--- config.mk ---
export PLATFORM = sky130hd
export DESIGN_NAME = eapo_energy_accumulator_pulse_out
export DESIGN_NICKNAME = d
export VERILOG_FILES = /design/src/common/eapo_pkg.sv /design/src/rtl/eapo_strobe_gen.sv /design/src/rtl/eapo_pulse_div.sv /design/src/rtl/eapo_energy_accumulator_pulse_out.sv
export SDC_FILE = /design/constraint.sdc
export NUM_CORES = 1
export LEC_CHECK = 0
export ABC_AREA = 1
export BUFFER_PORTS_ARGS = -buffer_cell sky130_fd_sc_hd__buf_2
export CAP_MARGIN = 20
export CORE_MARGIN = 8
export CORE_UTILIZATION = 35
export CTS_CLUSTER_DIAMETER = 60
export CTS_CLUSTER_SIZE = 28
export DETAILED_ROUTE_END_ITERATION = 12
export HOLD_SLACK_MARGIN = 0.02
export SLEW_MARGIN = 25
export SYNTH_ARGS = -nofsm -noshare
export SYNTH_HDL_FRONTEND = slang
export SYNTH_SLANG_ARGS = --single-unit
--- constraint.sdc ---
create_clock -name clock_i -period 13.79 [get_ports clock_i]
set_input_delay 1.379 -clock clock_i [delete_from_list [all_inputs] [get_ports clock_i]]
set_output_delay 1.379 -clock clock_i [all_outputs]
set_load 0.1 [all_outputs]
--- src/common/eapo_pkg.sv ---
// Shared constants for the energy accumulator and pulse output block.
package eapo_pkg;

  ////////////////////////////////////////////////////////////////////////////////
  // Register indices on the register port.
  localparam logic [3:0] REG_ENERGY = 4'h0;
  localparam logic [3:0] REG_ENERGY_ALIAS = 4'h1;
  localparam logic [3:0] REG_OFFSET = 4'h2;
  localparam logic [3:0] REG_DEN = 4'h3;
  localparam logic [3:0] REG_NUM = 4'h4;
  localparam logic [3:0] REG_GAIN = 4'h5;
  localparam logic [3:0] REG_MODE = 4'h6;
  localparam logic [3:0] REG_IRQ_EN = 4'h7;
  localparam logic [3:0] REG_IRQ_STATUS = 4'h8;
  localparam logic [3:0] REG_WAVEFORM = 4'h9;

  ////////////////////////////////////////////////////////////////////////////////
  // Widths.
  localparam int ADDR_W = 4;
  localparam int WDATA_W = 16;
  localparam int ENERGY_W = 40;
  localparam int FRAC_W = 8;
  localparam int ENERGY_INT_W = 48;
  localparam int FREQ_W = 24;
  localparam int DIV_W = 12;
  localparam int GAIN_W = 12;
  localparam int OFFSET_W = 16;
  localparam int MODE_W = 16;
  localparam int IRQ_W = 4;

  ////////////////////////////////////////////////////////////////////////////////
  // Reset values.
  localparam logic [11:0] DEN_RESET = 12'h03f;
  localparam logic [11:0] NUM_RESET = 12'h000;
  localparam logic [11:0] GAIN_RESET = 12'h000;
  localparam logic [15:0] OFFSET_RESET = 16'h0000;
  localparam logic [15:0] MODE_RESET = 16'h0000;
  localparam logic [3:0] IRQ_EN_RESET = 4'h0;

  ////////////////////////////////////////////////////////////////////////////////
  // Field positions.
  localparam int MODE_WAVE_LO = 13;
  localparam int MODE_RATE_LO = 11;
  localparam logic [1:0] WAVE_SEL_POWER = 2'h0;
  localparam int IRQ_HALF = 0;
  localparam int IRQ_WRAP = 1;
  localparam int IRQ_SAMPLE = 3;

  ////////////////////////////////////////////////////////////////////////////////
  // Timing.
  localparam int CLK_PERIOD_NS = 50;
  localparam int UPDATE_DIV = 4;
  localparam int SAMPLE_BASE_UPDATES = 32;
  localparam int PULSE_WIDTH_NS = 1000;
  localparam int PULSE_CYCLES = (PULSE_WIDTH_NS + CLK_PERIOD_NS - 1) / CLK_PERIOD_NS;

endpackage : eapo_pkg

--- src/rtl/eapo_strobe_gen.sv ---
// Update strobe and waveform sample strobe generator.
module eapo_strobe_gen
(
  // Clock and reset.
  input wire logic clock_i,
  input wire logic rst_i,
  // Rate select from the mode register.
  input wire logic [1:0] rate_sel_i,
  // Strobes.
  output logic update_o,
  output logic sample_o
);

  logic [1:0] div_q;
  logic [7:0] samp_q;
  logic [7:0] samp_last;

  ////////////////////////////////////////////////////////////////////////////////
  // One update every four master clocks.
  always_ff @(posedge clock_i)
  begin
    if (rst_i)
    begin
      div_q <= 2'h0;
    end
    else
    begin
      div_q <= div_q + 2'h1;
    end
  end

  assign update_o = (div_q == 2'(eapo_pkg::UPDATE_DIV - 1));

  // Each rate step halves the sample rate.
  assign samp_last = 8'((eapo_pkg::SAMPLE_BASE_UPDATES << rate_sel_i) - 1);

  always_ff @(posedge clock_i)
  begin
    if (rst_i)
    begin
      samp_q <= 8'h00;
    end
    else if (update_o)
    begin
      samp_q <= (samp_q >= samp_last) ? 8'h00 : samp_q + 8'h01;
    end
  end

  assign sample_o = update_o && (samp_q >= samp_last);

endmodule : eapo_strobe_gen

--- src/rtl/eapo_pulse_div.sv ---
// Fractional divider that thins conversion pulses into fixed-width output pulses.
module eapo_pulse_div #(
  parameter int DW = 12,
  parameter int PULSE_CYCLES = 20
)
(
  // Clock and reset.
  input wire logic clock_i,
  input wire logic rst_i,
  // Conversion pulses and ratio.
  input wire logic pulse_i,
  input wire logic [DW-1:0] num_i,
  input wire logic [DW-1:0] den_i,
  // Output pulse.
  output logic pulse_o
);

  localparam int CW = $clog2(PULSE_CYCLES + 1);

  typedef enum logic [1:0] {
    EAPO_IDLE = 2'b01,
    EAPO_HIGH = 2'b10
  } eapo_div_state_t;

  eapo_div_state_t state_q;
  logic [DW+1:0] acc_q;
  logic [DW+1:0] sum;
  logic [DW+1:0] den_p1;
  logic fire;
  logic pend_q;
  logic [CW-1:0] cnt_q;

  generate
    if (PULSE_CYCLES < 1 || DW < 1)
    begin : g_bad
      $error("eapo_pulse_div: bad parameters");
    end
  endgenerate

  ////////////////////////////////////////////////////////////////////////////////
  // Pass num+1 of every den+1 pulses on average.
  assign sum = acc_q + {2'b00, num_i} + 1'b1;
  assign den_p1 = {2'b00, den_i} + 1'b1;
  assign fire = pulse_i && (sum >= den_p1);

  always_ff @(posedge clock_i)
  begin
    if (rst_i)
    begin
      acc_q <= '0;
    end
    else if (pulse_i)
    begin
      acc_q <= fire ? sum - den_p1 : sum;
    end
  end

  // One pending pulse is held while another is out; a burst beyond that is lost,
  // which only happens when conversion pulses arrive faster than the fixed-width output pulses can be sent.
  always_ff @(posedge clock_i)
  begin
    if (rst_i)
    begin
      state_q <= EAPO_IDLE;
      cnt_q <= '0;
      pend_q <= 1'b0;
    end
    else
    begin
      case (state_q)
        EAPO_IDLE:
        begin
          if (fire || pend_q)
          begin
            state_q <= EAPO_HIGH;
            cnt_q <= CW'(PULSE_CYCLES - 1);
            pend_q <= fire && pend_q;
          end
        end
        EAPO_HIGH:
        begin
          if (fire)
          begin
            pend_q <= 1'b1;
          end
          if (cnt_q == '0)
          begin
            state_q <= EAPO_IDLE;
          end
          else
          begin
            cnt_q <= cnt_q - 1'b1;
          end
        end
        default:
        begin
          state_q <= EAPO_IDLE;
        end
      endcase
    end
  end

  assign pulse_o = (state_q == EAPO_HIGH);

endmodule : eapo_pulse_div

--- src/rtl/eapo_energy_accumulator_pulse_out.sv ---
// Energy accumulator with offset and gain correction and a frequency pulse output.
//
// Overview of operation
// Filtered active power is added continuously into a readable 40-bit signed energy register.
// One accumulation update happens every four master clock cycles.
// Accumulation is a signed addition; negative power lowers the energy.
// Positive overflow wraps to the most negative value and keeps counting up.
// Negative underflow wraps to the most positive value and keeps counting down.
// Half-full and wrap events are flagged and drive the low interrupt when enabled.
// Waveform selection 00 with sample enable puts active power into the waveform register.
// Waveform samples come at 27.9, 14, 7 or 3.5 thousand per second.
// Mode bits 12:11 choose among the four sample rates.
// A new waveform sample pulls the active-low interrupt output low.
// The gain register scales power before accumulation; 7FFh is the largest scale.
// A 16-bit signed offset is added to the active power.
// Offset has eight fractional bits: 256 counts equal one waveform count.
// Active power is also summed into a separate 24-bit frequency accumulator.
// A 0-to-1 transition of that accumulator's top bit yields one conversion pulse.
// Pulse rate is scaled by (numerator+1)/(denominator+1) with 12-bit registers.
// Software keeps the denominator no smaller than the numerator.
// After reset the denominator reads 3Fh and the numerator reads 0h.
// With zero dividers the pulse rate is power times clock rate over 2^25.
// Division passes num+1 of each den+1 pulses, each output of fixed width.
// The corrected power feeds both accumulators on the same update strobe.
module eapo_energy_accumulator_pulse_out #(
  parameter int PW = 20,
  parameter int PULSE_CYCLES = eapo_pkg::PULSE_CYCLES
)
(
  // Clock and reset.
  input wire logic clock_i,
  input wire logic rst_i,
  // Filtered active power.
  input wire logic [PW-1:0] power_i,
  // Register port.
  input wire logic [eapo_pkg::ADDR_W-1:0] reg_addr_i,
  input wire logic reg_wr_i,
  input wire logic [eapo_pkg::WDATA_W-1:0] reg_wdata_i,
  input wire logic reg_rd_i,
  output logic [eapo_pkg::ENERGY_W-1:0] reg_rdata_o,
  // Outputs.
  output logic irq_n_o,
  output logic frequency_pulse_o
);

  localparam int EW = eapo_pkg::ENERGY_INT_W;
  localparam int FW = eapo_pkg::FREQ_W;
  localparam int GW = eapo_pkg::GAIN_W;
  localparam int PRODW = PW + GW;
  localparam int SW = PW + 2;
  localparam int CW = SW + eapo_pkg::FRAC_W + 1;

  generate
    if (PW < 8 || PW > 32)
    begin : g_bad
      $error("eapo: power width out of range");
    end
  endgenerate

  ////////////////////////////////////////////////////////////////////////////////
  // Helpers.

  // Gain is a signed fraction of full scale added on top of unity.
  function automatic logic signed [SW-1:0] scale_power(
    input logic signed [PW-1:0] p,
    input logic signed [GW-1:0] g
  );
    logic signed [PRODW-1:0] prod;
    prod = PRODW'(p) * PRODW'(g);
    scale_power = SW'(p) + SW'($signed(prod[PRODW-1:GW]));
  endfunction : scale_power

  function automatic logic wrapped(
    input logic a,
    input logic b,
    input logic s
  );
    wrapped = (a == b) && (s != a);
  endfunction : wrapped

  ////////////////////////////////////////////////////////////////////////////////
  // Register state.
  logic [eapo_pkg::OFFSET_W-1:0] power_offset_correction_q;
  logic [eapo_pkg::DIV_W-1:0] pulse_divider_denominator_q;
  logic [eapo_pkg::DIV_W-1:0] pulse_divider_numerator_q;
  logic [GW-1:0] power_gain_setting_q;
  logic [eapo_pkg::MODE_W-1:0] mode_q;
  logic [eapo_pkg::IRQ_W-1:0] irq_en_q;
  logic [eapo_pkg::IRQ_W-1:0] irq_status_q;
  logic [eapo_pkg::IRQ_W-1:0] irq_set;
  logic [PW-1:0] waveform_q;
  logic [EW-1:0] energy_q;
  logic [EW-1:0] energy_d;
  logic [FW-1:0] freq_q;
  logic [FW-1:0] freq_d;
  logic [eapo_pkg::ENERGY_W-1:0] rdata_q;

  logic update;
  logic sample;
  logic signed [SW-1:0] scaled;
  logic signed [CW-1:0] corrected;
  logic half_evt;
  logic wrap_evt;
  logic conv_pulse;
  logic sample_evt;

  ////////////////////////////////////////////////////////////////////////////////
  // Strobes.
  eapo_strobe_gen u_strobe
  (
    .clock_i(clock_i),
    .rst_i(rst_i),
    .rate_sel_i(mode_q[eapo_pkg::MODE_RATE_LO +: 2]),
    .update_o(update),
    .sample_o(sample)
  );

  ////////////////////////////////////////////////////////////////////////////////
  // Correction datapath.
  assign scaled = scale_power($signed(power_i), $signed(power_gain_setting_q));

  // The offset is added eight bits below the waveform LSB, so 256 counts make one waveform count.
  assign corrected = $signed({scaled, 8'h00}) + CW'($signed(power_offset_correction_q));

  ////////////////////////////////////////////////////////////////////////////////
  // Energy accumulator, held with eight fractional bits so small offsets add up.
  assign energy_d = energy_q + EW'(corrected);

  always_ff @(posedge clock_i)
  begin
    if (rst_i)
    begin
      energy_q <= '0;
    end
    else if (update)
    begin
      energy_q <= energy_d;
    end
  end

  // Half-full is the move into the upper or lower quarter of the range.
  assign half_evt = update && (
    (energy_q[EW-1 -: 2] == 2'b00 && energy_d[EW-1 -: 2] == 2'b01) ||
    (energy_q[EW-1 -: 2] == 2'b11 && energy_d[EW-1 -: 2] == 2'b10));
  assign wrap_evt = update && wrapped(energy_q[EW-1], corrected[CW-1], energy_d[EW-1]);

  ////////////////////////////////////////////////////////////////////////////////
  // Frequency accumulator; power enters doubled so a top-bit rise comes per 2^23.
  assign freq_d = freq_q + FW'(corrected >>> (eapo_pkg::FRAC_W - 1));

  always_ff @(posedge clock_i)
  begin
    if (rst_i)
    begin
      freq_q <= '0;
    end
    else if (update)
    begin
      freq_q <= freq_d;
    end
  end

  assign conv_pulse = update && !freq_q[FW-1] && freq_d[FW-1];

  eapo_pulse_div #(
    .DW(eapo_pkg::DIV_W),
    .PULSE_CYCLES(PULSE_CYCLES)
  ) u_div
  (
    .clock_i(clock_i),
    .rst_i(rst_i),
    .pulse_i(conv_pulse),
    .num_i(pulse_divider_numerator_q),
    .den_i(pulse_divider_denominator_q),
    .pulse_o(frequency_pulse_o)
  );

  ////////////////////////////////////////////////////////////////////////////////
  // Waveform sample register.
  assign sample_evt = sample && irq_en_q[eapo_pkg::IRQ_SAMPLE] &&
    (mode_q[eapo_pkg::MODE_WAVE_LO +: 2] == eapo_pkg::WAVE_SEL_POWER);

  always_ff @(posedge clock_i)
  begin
    if (rst_i)
    begin
      waveform_q <= '0;
    end
    else if (sample_evt)
    begin
      waveform_q <= PW'(corrected >>> eapo_pkg::FRAC_W);
    end
  end

  ////////////////////////////////////////////////////////////////////////////////
  // Event flags: sticky, cleared by reading the status register; a set wins.
  always_comb
  begin
    irq_set = '0;
    irq_set[eapo_pkg::IRQ_HALF] = half_evt;
    irq_set[eapo_pkg::IRQ_WRAP] = wrap_evt;
    irq_set[eapo_pkg::IRQ_SAMPLE] = sample_evt;
  end

  always_ff @(posedge clock_i)
  begin
    if (rst_i)
    begin
      irq_status_q <= '0;
    end
    else if (reg_rd_i && reg_addr_i == eapo_pkg::REG_IRQ_STATUS)
    begin
      irq_status_q <= irq_set;
    end
    else
    begin
      irq_status_q <= irq_status_q | irq_set;
    end
  end

  assign irq_n_o = ~|(irq_status_q & irq_en_q);

  ////////////////////////////////////////////////////////////////////////////////
  // Register writes.
  always_ff @(posedge clock_i)
  begin
    if (rst_i)
    begin
      power_offset_correction_q <= eapo_pkg::OFFSET_RESET;
      pulse_divider_denominator_q <= eapo_pkg::DEN_RESET;
      pulse_divider_numerator_q <= eapo_pkg::NUM_RESET;
      power_gain_setting_q <= eapo_pkg::GAIN_RESET;
      mode_q <= eapo_pkg::MODE_RESET;
      irq_en_q <= eapo_pkg::IRQ_EN_RESET;
    end
    else if (reg_wr_i)
    begin
      if (reg_addr_i == eapo_pkg::REG_OFFSET)
      begin
        power_offset_correction_q <= reg_wdata_i;
      end
      else if (reg_addr_i == eapo_pkg::REG_DEN)
      begin
        pulse_divider_denominator_q <= reg_wdata_i[eapo_pkg::DIV_W-1:0];
      end
      else if (reg_addr_i == eapo_pkg::REG_NUM)
      begin
        pulse_divider_numerator_q <= reg_wdata_i[eapo_pkg::DIV_W-1:0];
      end
      else if (reg_addr_i == eapo_pkg::REG_GAIN)
      begin
        power_gain_setting_q <= reg_wdata_i[GW-1:0];
      end
      else if (reg_addr_i == eapo_pkg::REG_MODE)
      begin
        mode_q <= reg_wdata_i;
      end
      else if (reg_addr_i == eapo_pkg::REG_IRQ_EN)
      begin
        irq_en_q <= reg_wdata_i[eapo_pkg::IRQ_W-1:0];
      end
    end
  end

  ////////////////////////////////////////////////////////////////////////////////
  // Register reads, answered one cycle after the strobe; unmapped reads give zero.
  always_ff @(posedge clock_i)
  begin
    if (rst_i)
    begin
      rdata_q <= '0;
    end
    else if (reg_rd_i)
    begin
      if (reg_addr_i == eapo_pkg::REG_ENERGY || reg_addr_i == eapo_pkg::REG_ENERGY_ALIAS)
      begin
        rdata_q <= energy_q[EW-1 -: eapo_pkg::ENERGY_W];
      end
      else if (reg_addr_i == eapo_pkg::REG_OFFSET)
      begin
        rdata_q <= 40'(power_offset_correction_q);
      end
      else if (reg_addr_i == eapo_pkg::REG_DEN)
      begin
        rdata_q <= 40'(pulse_divider_denominator_q);
      end
      else if (reg_addr_i == eapo_pkg::REG_NUM)
      begin
        rdata_q <= 40'(pulse_divider_numerator_q);
      end
      else if (reg_addr_i == eapo_pkg::REG_GAIN)
      begin
        rdata_q <= 40'(power_gain_setting_q);
      end
      else if (reg_addr_i == eapo_pkg::REG_MODE)
      begin
        rdata_q <= 40'(mode_q);
      end
      else if (reg_addr_i == eapo_pkg::REG_IRQ_EN)
      begin
        rdata_q <= 40'(irq_en_q);
      end
      else if (reg_addr_i == eapo_pkg::REG_IRQ_STATUS)
      begin
        rdata_q <= 40'(irq_status_q);
      end
      else if (reg_addr_i == eapo_pkg::REG_WAVEFORM)
      begin
        rdata_q <= 40'(waveform_q);
      end
      else
      begin
        rdata_q <= '0;
      end
    end
  end

  assign reg_rdata_o = rdata_q;

endmodule : eapo_energy_accumulator_pulse_out

# --- Word-level counts from Yosys, hierarchy flattened ---
# Cells that the tools add are included.
classes:
  addsub: 12
  n_mul: 1
  order_cmp: 2
  n_eq_ne: 21
  n_shift: 1
  n_mux: 21
  bitwise_logic: 7
  reduce_logical: 34
ops:
  columns: ["cell", "n"]
  rows:
  - ["two-way mux 20 bit", 8]
  - ["adder 48 bit", 1]
  - ["two-way mux 40 bit", 1]
  - ["multiplier 20 x 12 -> 32 bit", 1]
  - ["adder 29 x 16 -> 30 bit", 1]
  - ["adder 24 bit", 1]
  - ["adder 20 x 20 -> 21 bit", 1]
  - ["== test 4 x 3 -> 1 bit, second input constant", 4]
  - ["adder 14 x 1 -> 14 bit, second input constant", 1]
  - ["adder 14 x 12 -> 14 bit", 1]
  - [">= comparator 14 bit", 1]
  - ["two-way mux 14 bit", 1]
  - ["subtractor 14 bit", 1]
  - ["adder 12 x 1 -> 13 bit, second input constant", 1]
  - ["logical AND 1 bit", 13]
  - ["two-way mux 5 bit", 2]
  - ["one-hot mux 5 bit (2 select lines)", 1]
  - ["AND reduction 3 bit", 3]
  - ["adder 8 x 1 -> 8 bit, second input constant", 1]
  - ["== test 2 bit, second input constant", 4]
  - ["== test 4 x 2 -> 1 bit, second input constant", 2]
  - ["== test 4 bit, second input constant", 2]
  - [">= comparator 8 bit", 1]
  - ["two-way mux 8 bit", 1]
  - ["31 further kinds", 45]
totals:
  reg_bits: 240
  in_bits: 44
  out_inout_bits: 42

# --- Longest topological paths before layout ---
# Gate-level depths: netlist (run 1).
depth:
  ltp_word: 10
  mapped_depth: 61
  mapped_depth_nobuf: 59

# --- Modules after synthesis ---
# Synthesis (run 1) repeated with hierarchy kept, for this count alone.
hier_totals:
  hier_cells: 3798
  area_unflattened_um2: 26336.5
modules_own_cells:
  columns: ["mod", "instances", "cells_each", "area_per_inst_um2", "seq_area_each_um2"]
  rows:
  - ["eapo_energy_accumulator_pulse_out", 1, 3324, 23216.0, 4144.0]
  - ["eapo_pulse_div", 1, 403, 2539.9, 440.4]
  - ["eapo_strobe_gen", 1, 71, 580.6, 200.2]

# --- Least setup slack after synthesis (run 1) ---
# Ideal clock, no wire load.
synth_timing:
  path_type: "input port to flip-flop"
  startpoint: "input power_i[6]"
  endpoint: "register u_div.acc_q[8]"
  t_arrival_ns: 10.461
  required_time_ns: 13.671
  path_slack_ns: 3.209
  path_stages: 52
  n_path_buf: 2
  path_cell_list: "clkbuf_1 nand2_1 fa_1 inv_1 fa_1 fa_1 fa_1 inv_1 fa_1 inv_1 ha_1 nand2_1 nor2_1 inv_1 o21ai_0 inv_1 o21bai_1 nand3_1 [16 not listed] a21oi_1 nand3_1 nand2_1 nand2_1 ha_1 nand4_1 or2_2 nor2_1 nand2_1 nand3_1 inv_1 nand3_1 nand2_2 nand2_2 inv_2 buf_4 o21ai_0 a21oi_1"
synth_between:
  elab_chain_cells: 7
synth_lines:
  columns: ["element", "line", "rtl"]
  rows:
  - ["from (decl)", "eapo_energy_accumulator_pulse_out.sv:34", "input wire logic [PW-1:0] power_i,"]
  - ["multiplier 20 x 12 -> 32 bit", "eapo_energy_accumulator_pulse_out.sv:69", "prod = PRODW'(p) * PRODW'(g);"]
  - ["adder 20 x 20 -> 21 bit *", "eapo_energy_accumulator_pulse_out.sv:70", "scale_power = SW'(p) + SW'($signed(prod[PRODW-1:GW]));"]
  - ["adder 29 x 16 -> 30 bit *", "eapo_energy_accumulator_pulse_out.sv:123", "assign corrected = $signed({scaled, 8'h00}) + CW'($signed(power_offset_correction_q));"]
  - ["adder 24 bit *", "eapo_energy_accumulator_pulse_out.sv:149", "assign freq_d = freq_q + FW'(corrected >>> (eapo_pkg::FRAC_W - 1));"]
  - ["logical AND 1 bit *", "eapo_energy_accumulator_pulse_out.sv:163", "assign conv_pulse = update && !freq_q[FW-1] && freq_d[FW-1];"]
  - ["logical AND 1 bit", "eapo_pulse_div.sv:44", "assign fire = pulse_i && (sum >= den_p1);"]
  - ["two-way mux 14 bit", "eapo_pulse_div.sv:54", "acc_q <= fire ? sum - den_p1 : sum;"]
  - ["to (signal assigned)", "eapo_pulse_div.sv:54", null]
  - ["to (decl)", "eapo_pulse_div.sv:26", "logic [DW+1:0] acc_q;"]
# Every way passes the cells marked *; elsewhere a longest branch is shown, timed or not.
# A chain may end at the register's enable or synchronous reset.

# --- Worst setup path in the final report (run 1) ---
layout_timing:
  startpoint: "input power_i[6]"
  endpoint: "register u_div.acc_q[11]"
# Same word-level chain as after synthesis.

==> flow_metrics.py, run 1 <==
metrics = {
    "timing": {
        "drv_slew": 0,
        "hold_violations": 0,
        "finalCritPeriodShare_pct": 85.1,
        "whs_ns": 0.428,
        "setup_tns_ns": 0,
        "worst_pin_slew_ns": 0.941,
        "fmax_ghz": 0.0852,
        "min_period_ns": 11.73,
        "rsz0062_at_grt": "false",
        "setup_viol": 0,
        "slew_headroom_pct": 37.2,
        "fin_skew_ns": 0.0193,
    },
    "synthesis": {
        "ys_ff_latch": 239,
        "synth-edff-count": 0,
        "async_flop_share_pct": 0,
        "avgSynthCellArea_um2": 7.03,
        "synth_ff_type": "dfxtp_1",
        "synth_top_area_share_pct": 18.8,
        "yosys.area.top_type": "dfxtp_1",
        "ys_seq_area_share_pct": 18.8,
        "ys_warn_count": 0,
        "synth.area.top_cells": "dfxtp_1, fa_1, nand2_1",
        "syn_inst": 3619,
        "ys_types": 57,
        "mappedNetlistNets": 4097,
        "synth_area_um2": 25400,
    },
    "die": {
        "dieArea_um2": 81600,
        "start_util_pct": 35.1,
        "pin_count": 86,
        "die_h_um": 286,
        "fp.dieW_um": 286,
        "rows": 99,
        "core_um2": 72500,
    },
    "drt": {
        "viasPerCell": 4.95,
        "drt-total-wl_um": 73100,
        "drtAntennaViolNets": 0,
        "drt_iter0_drc": 1368,
        "firstDrtPassIters": 5,
        "drc": 0,
        "routedWlPerCell_um": 15.9,
        "vias": 22800,
    },
    "setup_path": {
        "path_max_fanout": 21,
        "cp-end-kind": "flip-flop",
        "path_delay_family": "adder cells",
        "crit_buf_inv": 7,
        "crit_type": "primary input to flip-flop",
        "crit_arrival_ns": 12.22,
        "slowest_stage": "ha_1",
        "max_stage_delay_ns": 0.62,
        "crit_required_ns": 14.27,
        "cp_common_cell": "nand2_1",
        "start_kind": "primary input",
    },
    "final_layout": {
        "drive_gt1_share_pct": 5.07,
        "fillers": 7732,
        "syn2layout_area_growth_pct": 9.01,
        "final_cell_mix": "nand2_1, inv_1, a21oi_1, nor2_1, o21ai_0",
        "final_cells": 4609,
        "utilization_pct": 38.3,
        "fin_nets": 4106,
        "mostFrequentLayoutCell": "nand2_1",
    },
    "place": {
        "hpwl_um": 56900,
        "gp_congestion": 0.917,
        "portBuffers": 85,
        "dp.cells": 4557,
    },
    "clock_tree": {
        "cts.htree.levels": 1,
        "cts_sinks": 239,
        "clockRootBuffer": "clkbuf_16",
        "clk_latency_ns": 0.57,
        "clk_pin_slew_ns": 0.07,
        "numCtsBuffers": 28,
        "cts_tree": "built",
        "cts_buffer_depth": 3,
        "cts_hold_buf": 0,
        "cts_resized": 0,
        "post_cts_buffers": 0,
    },
    "job": {
        "cap_violations": 0,
    },
    "global_routing": {
        "grt_pass1_wl_um": 119000,
        "overflow": 0,
        "antenna_found_initial": 3,
        "grt_max_degree": 75,
        "grt_usage_pct": 17.5,
        "grt_pass1_vias": 22200,
    },
    "outcome": {
        "status": "finished, final reports clean",
    },
    "power": {
        "powerDensity_nw_per_um2": 94.8,
        "vdd_drop_max_uv": 88.2,
        "total_power_mw": 2.63,
        "power_leakage_nw": 13.9,
    },
    "min_path": {
        "hold_path.class": "flip-flop to flip-flop",
    },
}
sequential cells by signal (all words and copies together) (netlist names):
signal and count:
energy_q 48, reg_rdata_o 40, freq_q 24, waveform_q 20, mode_q 16, power_offset_correction_q 16, u_div.acc_q 14, power_gain_setting_q 12
pulse_divider_denominator_q 12, pulse_divider_numerator_q 12, u_strobe.samp_q 8, u_div.cnt_q 5, irq_en_q 4, irq_status_q 3, u_div.state_q 2, u_strobe.div_q 2
u_div.pend_q 1
worst reg2reg max path: cells and delay by family, from the launching register on:
kind	cells	cell delay, ns
AOI/OAI and AO/OA	10	2.00
xor gates and xnor gates	1	0.15
adders and majority gates	9	4.25
buffers and inverters	6	1.14
DFF	1	0.34
and+or+nand+nor	22	3.62
routing by layer:
layer  vias up  GRT usage, %  routed length [um]  share of wire [%]
met5         -             0                  10              0.014
met4         2          3.70                1360                1.9
met1     10700          24.0               33900                 46
met2       522          29.4               33900                 46
met3        91          2.26                3970                5.4
li1      11500             -                   -                  -
power breakdown:
group	switching, mW	internal [mW]
Combinational	0.747	0.351
Sequential	0.0225	0.719
Clock	0.356	0.434
Total	1.13	1.50
synth_stat cells, types with 22 or more instances:
cell      number
nand4_1       24
a31oi_1       22
xnor2_1       56
clkbuf_1     113
xor2_1        96
inv_1        662
nand3_1      122
o21ai_0      267
dfxtp_1      239
nand2_1      710
a21oi_1      332
nor2_1       330
ha_1         212
fa_1         222
logic make-up after synthesis:
logic type      count (synthesis)  share of synthesized area (%)
simple gates                 1241                           19.7
buf+inv                       789                           11.7
compound gates                764                           16.7
fa+ha+maj                     434                           27.9
flops                         239                           18.8
xor+xnor                      152                           5.23
metrics by stage:
stage	setup slack, ns	area, um^2
detailed placement	1.62	26700
global placement	1.84	26700
global route	1.09	27700
floorplan	3.21	25400
finish	2.06	27700
CTS	2.16	27700
area by class of cell:
cell class / instances / area [um^2] / share of cell area (%)
antenna: 1 / 2.50 / 0.00902
clock buffer: 32 / 757 / 2.73
clock inverter: 19 / 236 / 0.853
inverter: 664 / 2490 / 8.99
multi-input combinational: 2591 / 17700 / 63.8
sequential: 239 / 4790 / 17.3
tap: 959 / 1200 / 4.33
timing repair buffer: 104 / 571 / 2.06
final timing paths:
| kind | start | end | slack (ns) | depth (start not counted) |
|---|---|---|---|---|
| worst max-delay path | power_i[6] | u_div.acc_q[11] | 2.06 | 49 |
| worst min-delay path | u_strobe.div_q[0] | u_strobe.div_q[0] | 0.43 | 1 |
| worst max register to register | power_gain_setting_q[11] | u_div.acc_q[11] | 2.20 | 48 |
| worst min register to register | u_strobe.div_q[0] | u_strobe.div_q[0] | 0.43 | 1 |
No activity file was read; power rests on OpenSTA's default activity.
==> run 2: changes to the inputs <==
--- a/config.mk
+++ b/config.mk
@@ -5,15 +5,15 @@
 export SDC_FILE = /design/constraint.sdc
 export NUM_CORES = 1
 export LEC_CHECK = 0
-export ABC_AREA = 1
 export BUFFER_PORTS_ARGS = -buffer_cell sky130_fd_sc_hd__buf_2
 export CAP_MARGIN = 20
 export CORE_MARGIN = 8
-export CORE_UTILIZATION = 35
+export CORE_UTILIZATION = 64
 export CTS_CLUSTER_DIAMETER = 60
 export CTS_CLUSTER_SIZE = 28
 export DETAILED_ROUTE_END_ITERATION = 12
 export HOLD_SLACK_MARGIN = 0.02
+export PLACE_DENSITY = 0.82
 export SLEW_MARGIN = 25
 export SYNTH_ARGS = -nofsm -noshare
 export SYNTH_HDL_FRONTEND = slang
==> flow_metrics.py, run 2 <==
metrics = {
    "synthesis": {
        "synth_compound_area_share_pct": 16.6,
        "synth-edff-count": 0,
        "synth.area.top_cells": "dfxtp_1, fa_1, ha_1",
        "ys_warn_count": 0,
        "synthMuxAreaShare_pct": 3.70,
        "yosysMostFrequentCell": "nand2_1",
        "avgSynthCellArea_um2": 8.23,
        "ys_types": 90,
        "synth-simple-area-share_pct": 18.0,
        "synth_ff_type": "dfxtp_1",
        "ys_seq_area_share_pct": 19.6,
        "synthXorXnorAreaFrac_pct": 5.71,
        "mappedNetlistNets": 3441,
        "synth_area_um2": 24400,
        "synth_adder_area_share_pct": 29.1,
        "yosys.area.top_type": "dfxtp_1",
        "synth_top_area_share_pct": 19.6,
        "synth_top_family_by_area": "adder cells",
        "async_flop_share_pct": 0,
        "syn_inst": 2963,
        "ys_ff_latch": 239,
        "synth_top_cells_by_count": "nand2_1, inv_1, dfxtp_1",
    },
    "clock_tree": {
        "cts_buffer_depth": 3,
        "cts.htree.levels": 1,
        "cts_sinks": 239,
        "clk_latency_ns": 0.54,
        "numCtsBuffers": 21,
        "clockRootBuffer": "clkbuf_16",
        "cts_tree": "built",
        "cts_resized": 0,
        "cts_hold_buf": 0,
        "post_cts_buffers": 0,
        "clk_pin_slew_ns": 0.09,
    },
    "timing": {
        "setup_tns_ns": 0,
        "rsz0062_at_grt": "false",
        "setup_viol": 0,
        "finalCritPeriodShare_pct": 89.5,
        "min_period_ns": 12.34,
        "slew_headroom_pct": 28.5,
        "hold_violations": 0,
        "drv_slew": 0,
        "fin_skew_ns": 0.0210,
        "worst_pin_slew_ns": 1.07,
        "fmax_ghz": 0.0810,
    },
    "final_layout": {
        "syn2layout_area_growth_pct": 6.19,
        "drive_gt1_share_pct": 6.38,
        "mostFrequentLayoutCell": "nand2_1",
        "largest-register": "energy_q",
        "final_cell_area_um2": 25900,
        "largest_register_ffs": 48,
        "fin_nets": 3428,
        "fillers": 3008,
        "final_cell_mix": "nand2_1, inv_1, dfxtp_1, a21oi_1, nor2_1",
    },
    "power": {
        "powerDensity_nw_per_um2": 81.0,
        "power_leakage_nw": 11.8,
        "vdd_drop_max_uv": 101,
    },
    "die": {
        "pin_count": 86,
        "start_util_pct": 64.9,
        "dieArea_um2": 44600,
        "core_um2": 37600,
        "die_h_um": 211,
        "fp.dieW_um": 211,
        "rows": 71,
    },
    "global_routing": {
        "overflow": 0,
        "grt_max_degree": 93,
        "grt_usage_pct": 27.9,
        "grt_pass1_vias": 21200,
        "antenna_found_initial": 4,
        "grt_pass1_wl_um": 103000,
    },
    "outcome": {
        "status": "finished, final reports clean",
    },
    "place": {
        "hpwl_um": 47800,
        "gp_congestion": 0.959,
        "placed_cell_area_um2": 25100,
        "portBuffers": 85,
    },
    "setup_path": {
        "path_max_fanout": 26,
        "crit_arrival_ns": 12.78,
        "path_depth": 48,
        "crit_buf_inv": 3,
        "reg2reg_from": "power_gain_setting_q[11]",
        "path_delay_family": "compound AO/OA/AOI/OAI gates",
        "crit_required_ns": 14.23,
        "crit_type": "flip-flop to flip-flop",
        "max_stage_delay_ns": 0.75,
        "cp-end-kind": "flip-flop",
        "reg2reg_to": "u_div.acc_q[13]",
        "rrSetupSlack_ns": 1.45,
        "slowest_stage": "dfxtp_1",
        "start_kind": "flip-flop",
        "rr_worst_depth": 48,
    },
    "drt": {
        "highest_layer": "met4",
        "drt_iter0_drc": 1765,
        "drc": 0,
        "drtAntennaViolNets": 0,
        "viasPerCell": 6.05,
        "drt-met1-wl_um": 25300,
        "firstDrtPassIters": 6,
        "wl_met3_um": 4370,
        "drt-total-wl_um": 62900,
        "wl_met2_um": 30500,
        "routedWlPerCell_um": 18.1,
        "vias": 21100,
    },
    "job": {
        "cap_violations": 0,
    },
    "min_path": {
        "hold_path.class": "flip-flop to flip-flop",
        "hold-path-endpoint": "pulse_divider_numerator_q[0]",
        "worstHoldPathCells": 2,
        "worstHoldStart": "pulse_divider_numerator_q[0]",
    },
}
run 2: changes by cell type in the layout (fill, tap and decap cells not counted), moves of 35 or more:
cell      previous run  this run
mux2i_1              0        89
a21oi_1            332       238
nand2b_1             0        61
nand3_1            122        58
o21ai_0            267        62
xnor2_1             56       104
and2_1               2        73
inv_1              660       330
nand2_1            710       399
nor2_1             328       230
a21o_1              20        55
xor2_1              96        55
run 2: through the flow:
stage	power, mW	utilization, %	setup WS [ns]	hold WS, ns	instances
floorplan	1.28	-	2.28	0.399	2963
global placement	1.40	66.7	1.64	0.442	3438
detailed placement	1.42	66.7	1.07	0.447	3438
CTS	2.09	68.9	1.52	0.459	3475
global route	2.20	68.9	0.514	0.474	3479
finish	2.10	68.9	1.45	0.461	3480
run 2: final cells by class:
cell class	count	area, um^2	area share [%]
timing repair buffer	101	552	2.13
multi-input combinational	2257	17900	69.0
clock buffer	21	526	2.03
clock inverter	16	272	1.05
tap	511	639	2.47
inverter	330	1240	4.78
antenna	5	12.5	0.0483
sequential	239	4780	18.5
run 2: worst register-to-register path, delay by kind of cell (launching register included):
| kind | cells | cell delay (ns) |
|---|---|---|
| fa+ha+maj | 9 | 3.81 |
| buf+inv | 3 | 0.65 |
| compound gates | 21 | 4.08 |
| flops | 1 | 0.75 |
| simple gates | 12 | 2.29 |
| xor+xnor | 3 | 0.62 |
run 2: where the power goes:
part	total, mW	internal [mW]	switching (mW)	leakage, nW
Sequential	0.729	0.710	0.0195	1.93
Combinational	0.693	0.258	0.435	9.45
Clock	0.675	0.332	0.343	0.382
Total	2.10	1.30	0.797	11.8
run 2: layer usage:
layer | GRT usage, % | vias up
met1 | 34.2 | 10200
met2 | 48.6 | 839
met4 | 11.8 | 0
met3 | 3.86 | 175
met5 | 0 | -
li1 | - | 9865
run 2: cell families after synthesis:
| family | after synthesis |
|---|---|
| AO/OA/AOI/OAI | 614 |
| XOR/XNOR | 159 |
| adder cells (fa/ha/maj) | 434 |
| buffers and inverters | 467 |
| flip-flops | 239 |
| multiplexers | 90 |
| AND/OR/NAND/NOR | 960 |
run 2: worst max path at each step:
stage,from,endpoint
final,power_gain_setting_q[11],u_div.acc_q[13]
after global placement,power_i[6],energy_q[47]
after CTS,power_gain_setting_q[11],u_div.acc_q[13]
after floorplan,power_i[6],energy_q[47]
after global routing,power_gain_setting_q[11],u_div.acc_q[13]
after detailed placement,power_i[6],u_div.acc_q[13]
==> run 3: changes to the inputs <==
--- a/config.mk
+++ b/config.mk
@@ -8,12 +8,11 @@
 export BUFFER_PORTS_ARGS = -buffer_cell sky130_fd_sc_hd__buf_2
 export CAP_MARGIN = 20
 export CORE_MARGIN = 8
-export CORE_UTILIZATION = 64
+export CORE_UTILIZATION = 35
 export CTS_CLUSTER_DIAMETER = 60
 export CTS_CLUSTER_SIZE = 28
 export DETAILED_ROUTE_END_ITERATION = 12
 export HOLD_SLACK_MARGIN = 0.02
-export PLACE_DENSITY = 0.82
 export SLEW_MARGIN = 25
 export SYNTH_ARGS = -nofsm -noshare
 export SYNTH_HDL_FRONTEND = slang
==> flow_metrics.py, run 3 (synthesis results as in run 2) <==
metrics = {
    "outcome": {
        "status": "finished, final reports clean",
    },
    "final_layout": {
        "drive_gt1_share_pct": 6.74,
        "fin_nets": 3444,
        "final_cell_area_um2": 26500,
        "utilization_pct": 38.6,
        "syn2layout_area_growth_pct": 8.84,
        "mostFrequentLayoutCell": "nand2_1",
        "largest_register_ffs": 48,
        "final_cell_mix": "nand2_1, inv_1, dfxtp_1, a21oi_1, nor2_1",
        "largest-register": "energy_q",
    },
    "clock_tree": {
        "numCtsBuffers": 25,
        "cts_sinks": 239,
        "cts_tree": "built",
        "clk_pin_slew_ns": 0.07,
        "post_cts_buffers": 0,
        "clk_latency_ns": 0.56,
        "clockRootBuffer": "clkbuf_16",
        "cts_hold_buf": 0,
        "cts_buffer_depth": 3,
        "cts.htree.levels": 1,
        "cts_resized": 0,
    },
    "power": {
        "vdd_drop_max_uv": 75.5,
        "powerDensity_nw_per_um2": 79.9,
        "power_leakage_nw": 11.8,
    },
    "setup_path": {
        "start_kind": "primary input",
        "path_max_fanout": 26,
        "slowest_stage": "nor2_4",
        "crit_required_ns": 14.26,
        "max_stage_delay_ns": 0.58,
        "crit_arrival_ns": 12.33,
        "crit_type": "primary input to flip-flop",
        "cp-end-kind": "flip-flop",
    },
    "die": {
        "core_um2": 68800,
        "start_util_pct": 35.4,
        "pin_count": 86,
        "dieArea_um2": 78400,
        "fp.dieW_um": 280,
        "die_h_um": 280,
        "rows": 96,
    },
    "drt": {
        "drtAntennaViolNets": 0,
        "drt_iter0_drc": 1334,
        "viasPerCell": 5.13,
        "routedWlPerCell_um": 17.0,
        "drc": 0,
        "vias": 20100,
        "firstDrtPassIters": 6,
        "drt-total-wl_um": 66500,
    },
    "global_routing": {
        "grt_usage_pct": 16.6,
        "grt_max_degree": 168,
        "grt_pass1_vias": 19600,
        "overflow": 0,
        "grt_pass1_wl_um": 107000,
        "antenna_found_initial": 5,
    },
    "place": {
        "placed_cell_area_um2": 25700,
        "hpwl_um": 50500,
        "gp_congestion": 0.848,
        "portBuffers": 85,
    },
    "timing": {
        "min_period_ns": 11.86,
        "setup_viol": 0,
        "fin_skew_ns": 0.0317,
        "slew_headroom_pct": 29.1,
        "setup_tns_ns": 0,
        "worst_pin_slew_ns": 1.06,
        "drv_slew": 0,
        "finalCritPeriodShare_pct": 86.0,
        "hold_violations": 0,
        "fmax_ghz": 0.0843,
        "rsz0062_at_grt": "false",
    },
    "job": {
        "cap_violations": 0,
    },
    "min_path": {
        "hold_path.class": "flip-flop to flip-flop",
    },
}
-- run 3: cell types whose count changed in the layout (fill, tap and decap cells not counted), sizes merged --
| cell | before | now |
|---|---|---|
| clkinv | 8 | 5 |
| clkinvlp | 0 | 3 |
| buf | 101 | 113 |
| clkbuf | 21 | 31 |
| bufinv | 1 | 2 |
| inv | 337 | 332 |
| diode | 5 | 1 |
-- run 3: worst paths after layout --
check	startpoint	endpoint	slack [ns]	cells after the start
max reg2reg	power_gain_setting_q[3]	u_div.acc_q[13]	2.07	48
min	mode_q[2]	mode_q[2]	0.45	2
min reg2reg	mode_q[2]	mode_q[2]	0.45	2
max	power_i[6]	u_div.acc_q[13]	1.93	49
-- run 3: cell type report --
type / instances / area (um^2)
fill: 7080 / 42300
multi-input combinational: 2257 / 17900
sequential: 239 / 4780
inverter: 330 / 1240
tap: 931 / 1160
clock buffer: 31 / 668
timing repair buffer: 113 / 654
clock inverter: 12 / 161
antenna: 1 / 2.50
-- run 3: critical path, delay by kind of cell --
kind                       cells  cell delay, ns
adders and majority gates      9            3.93
AOI/OAI and AO/OA             21            3.88
and+or+nand+nor               12            2.06
xor gates and xnor gates       3            0.63
buffers and inverters          4            0.41
-- run 3: metal layers --
layer	track usage (%)	routed length (um)	share of wire (%)
met1	22.0	29600	44
met2	28.3	31500	47
met3	2.66	3940	5.9
met4	3.80	1480	2.2
met5	0	34	0.051
-- run 3: power breakdown --
group / leakage, nW / total, mW / internal, mW / switching, mW
clock network: 0.393 / 0.701 / 0.388 / 0.313
logic: 9.52 / 0.691 / 0.259 / 0.432
registers: 1.93 / 0.728 / 0.710 / 0.0179
-- run 3: stage by stage --
| stage | power, mW | worst slack, ns | cells | hold WS (ns) |
|---|---|---|---|---|
| 4_1_cts | 2.14 | 1.86 | 3913 | 0.457 |
| 6_report | 2.12 | 1.93 | 3914 | 0.454 |
| 3_3_place_gp | 1.43 | 1.61 | 3870 | 0.443 |
| 2_1_floorplan | 1.28 | 2.28 | 2963 | 0.399 |
| 5_1_grt | 2.24 | 1.25 | 3913 | 0.482 |
| 3_5_place_dp | 1.43 | 1.29 | 3870 | 0.447 |
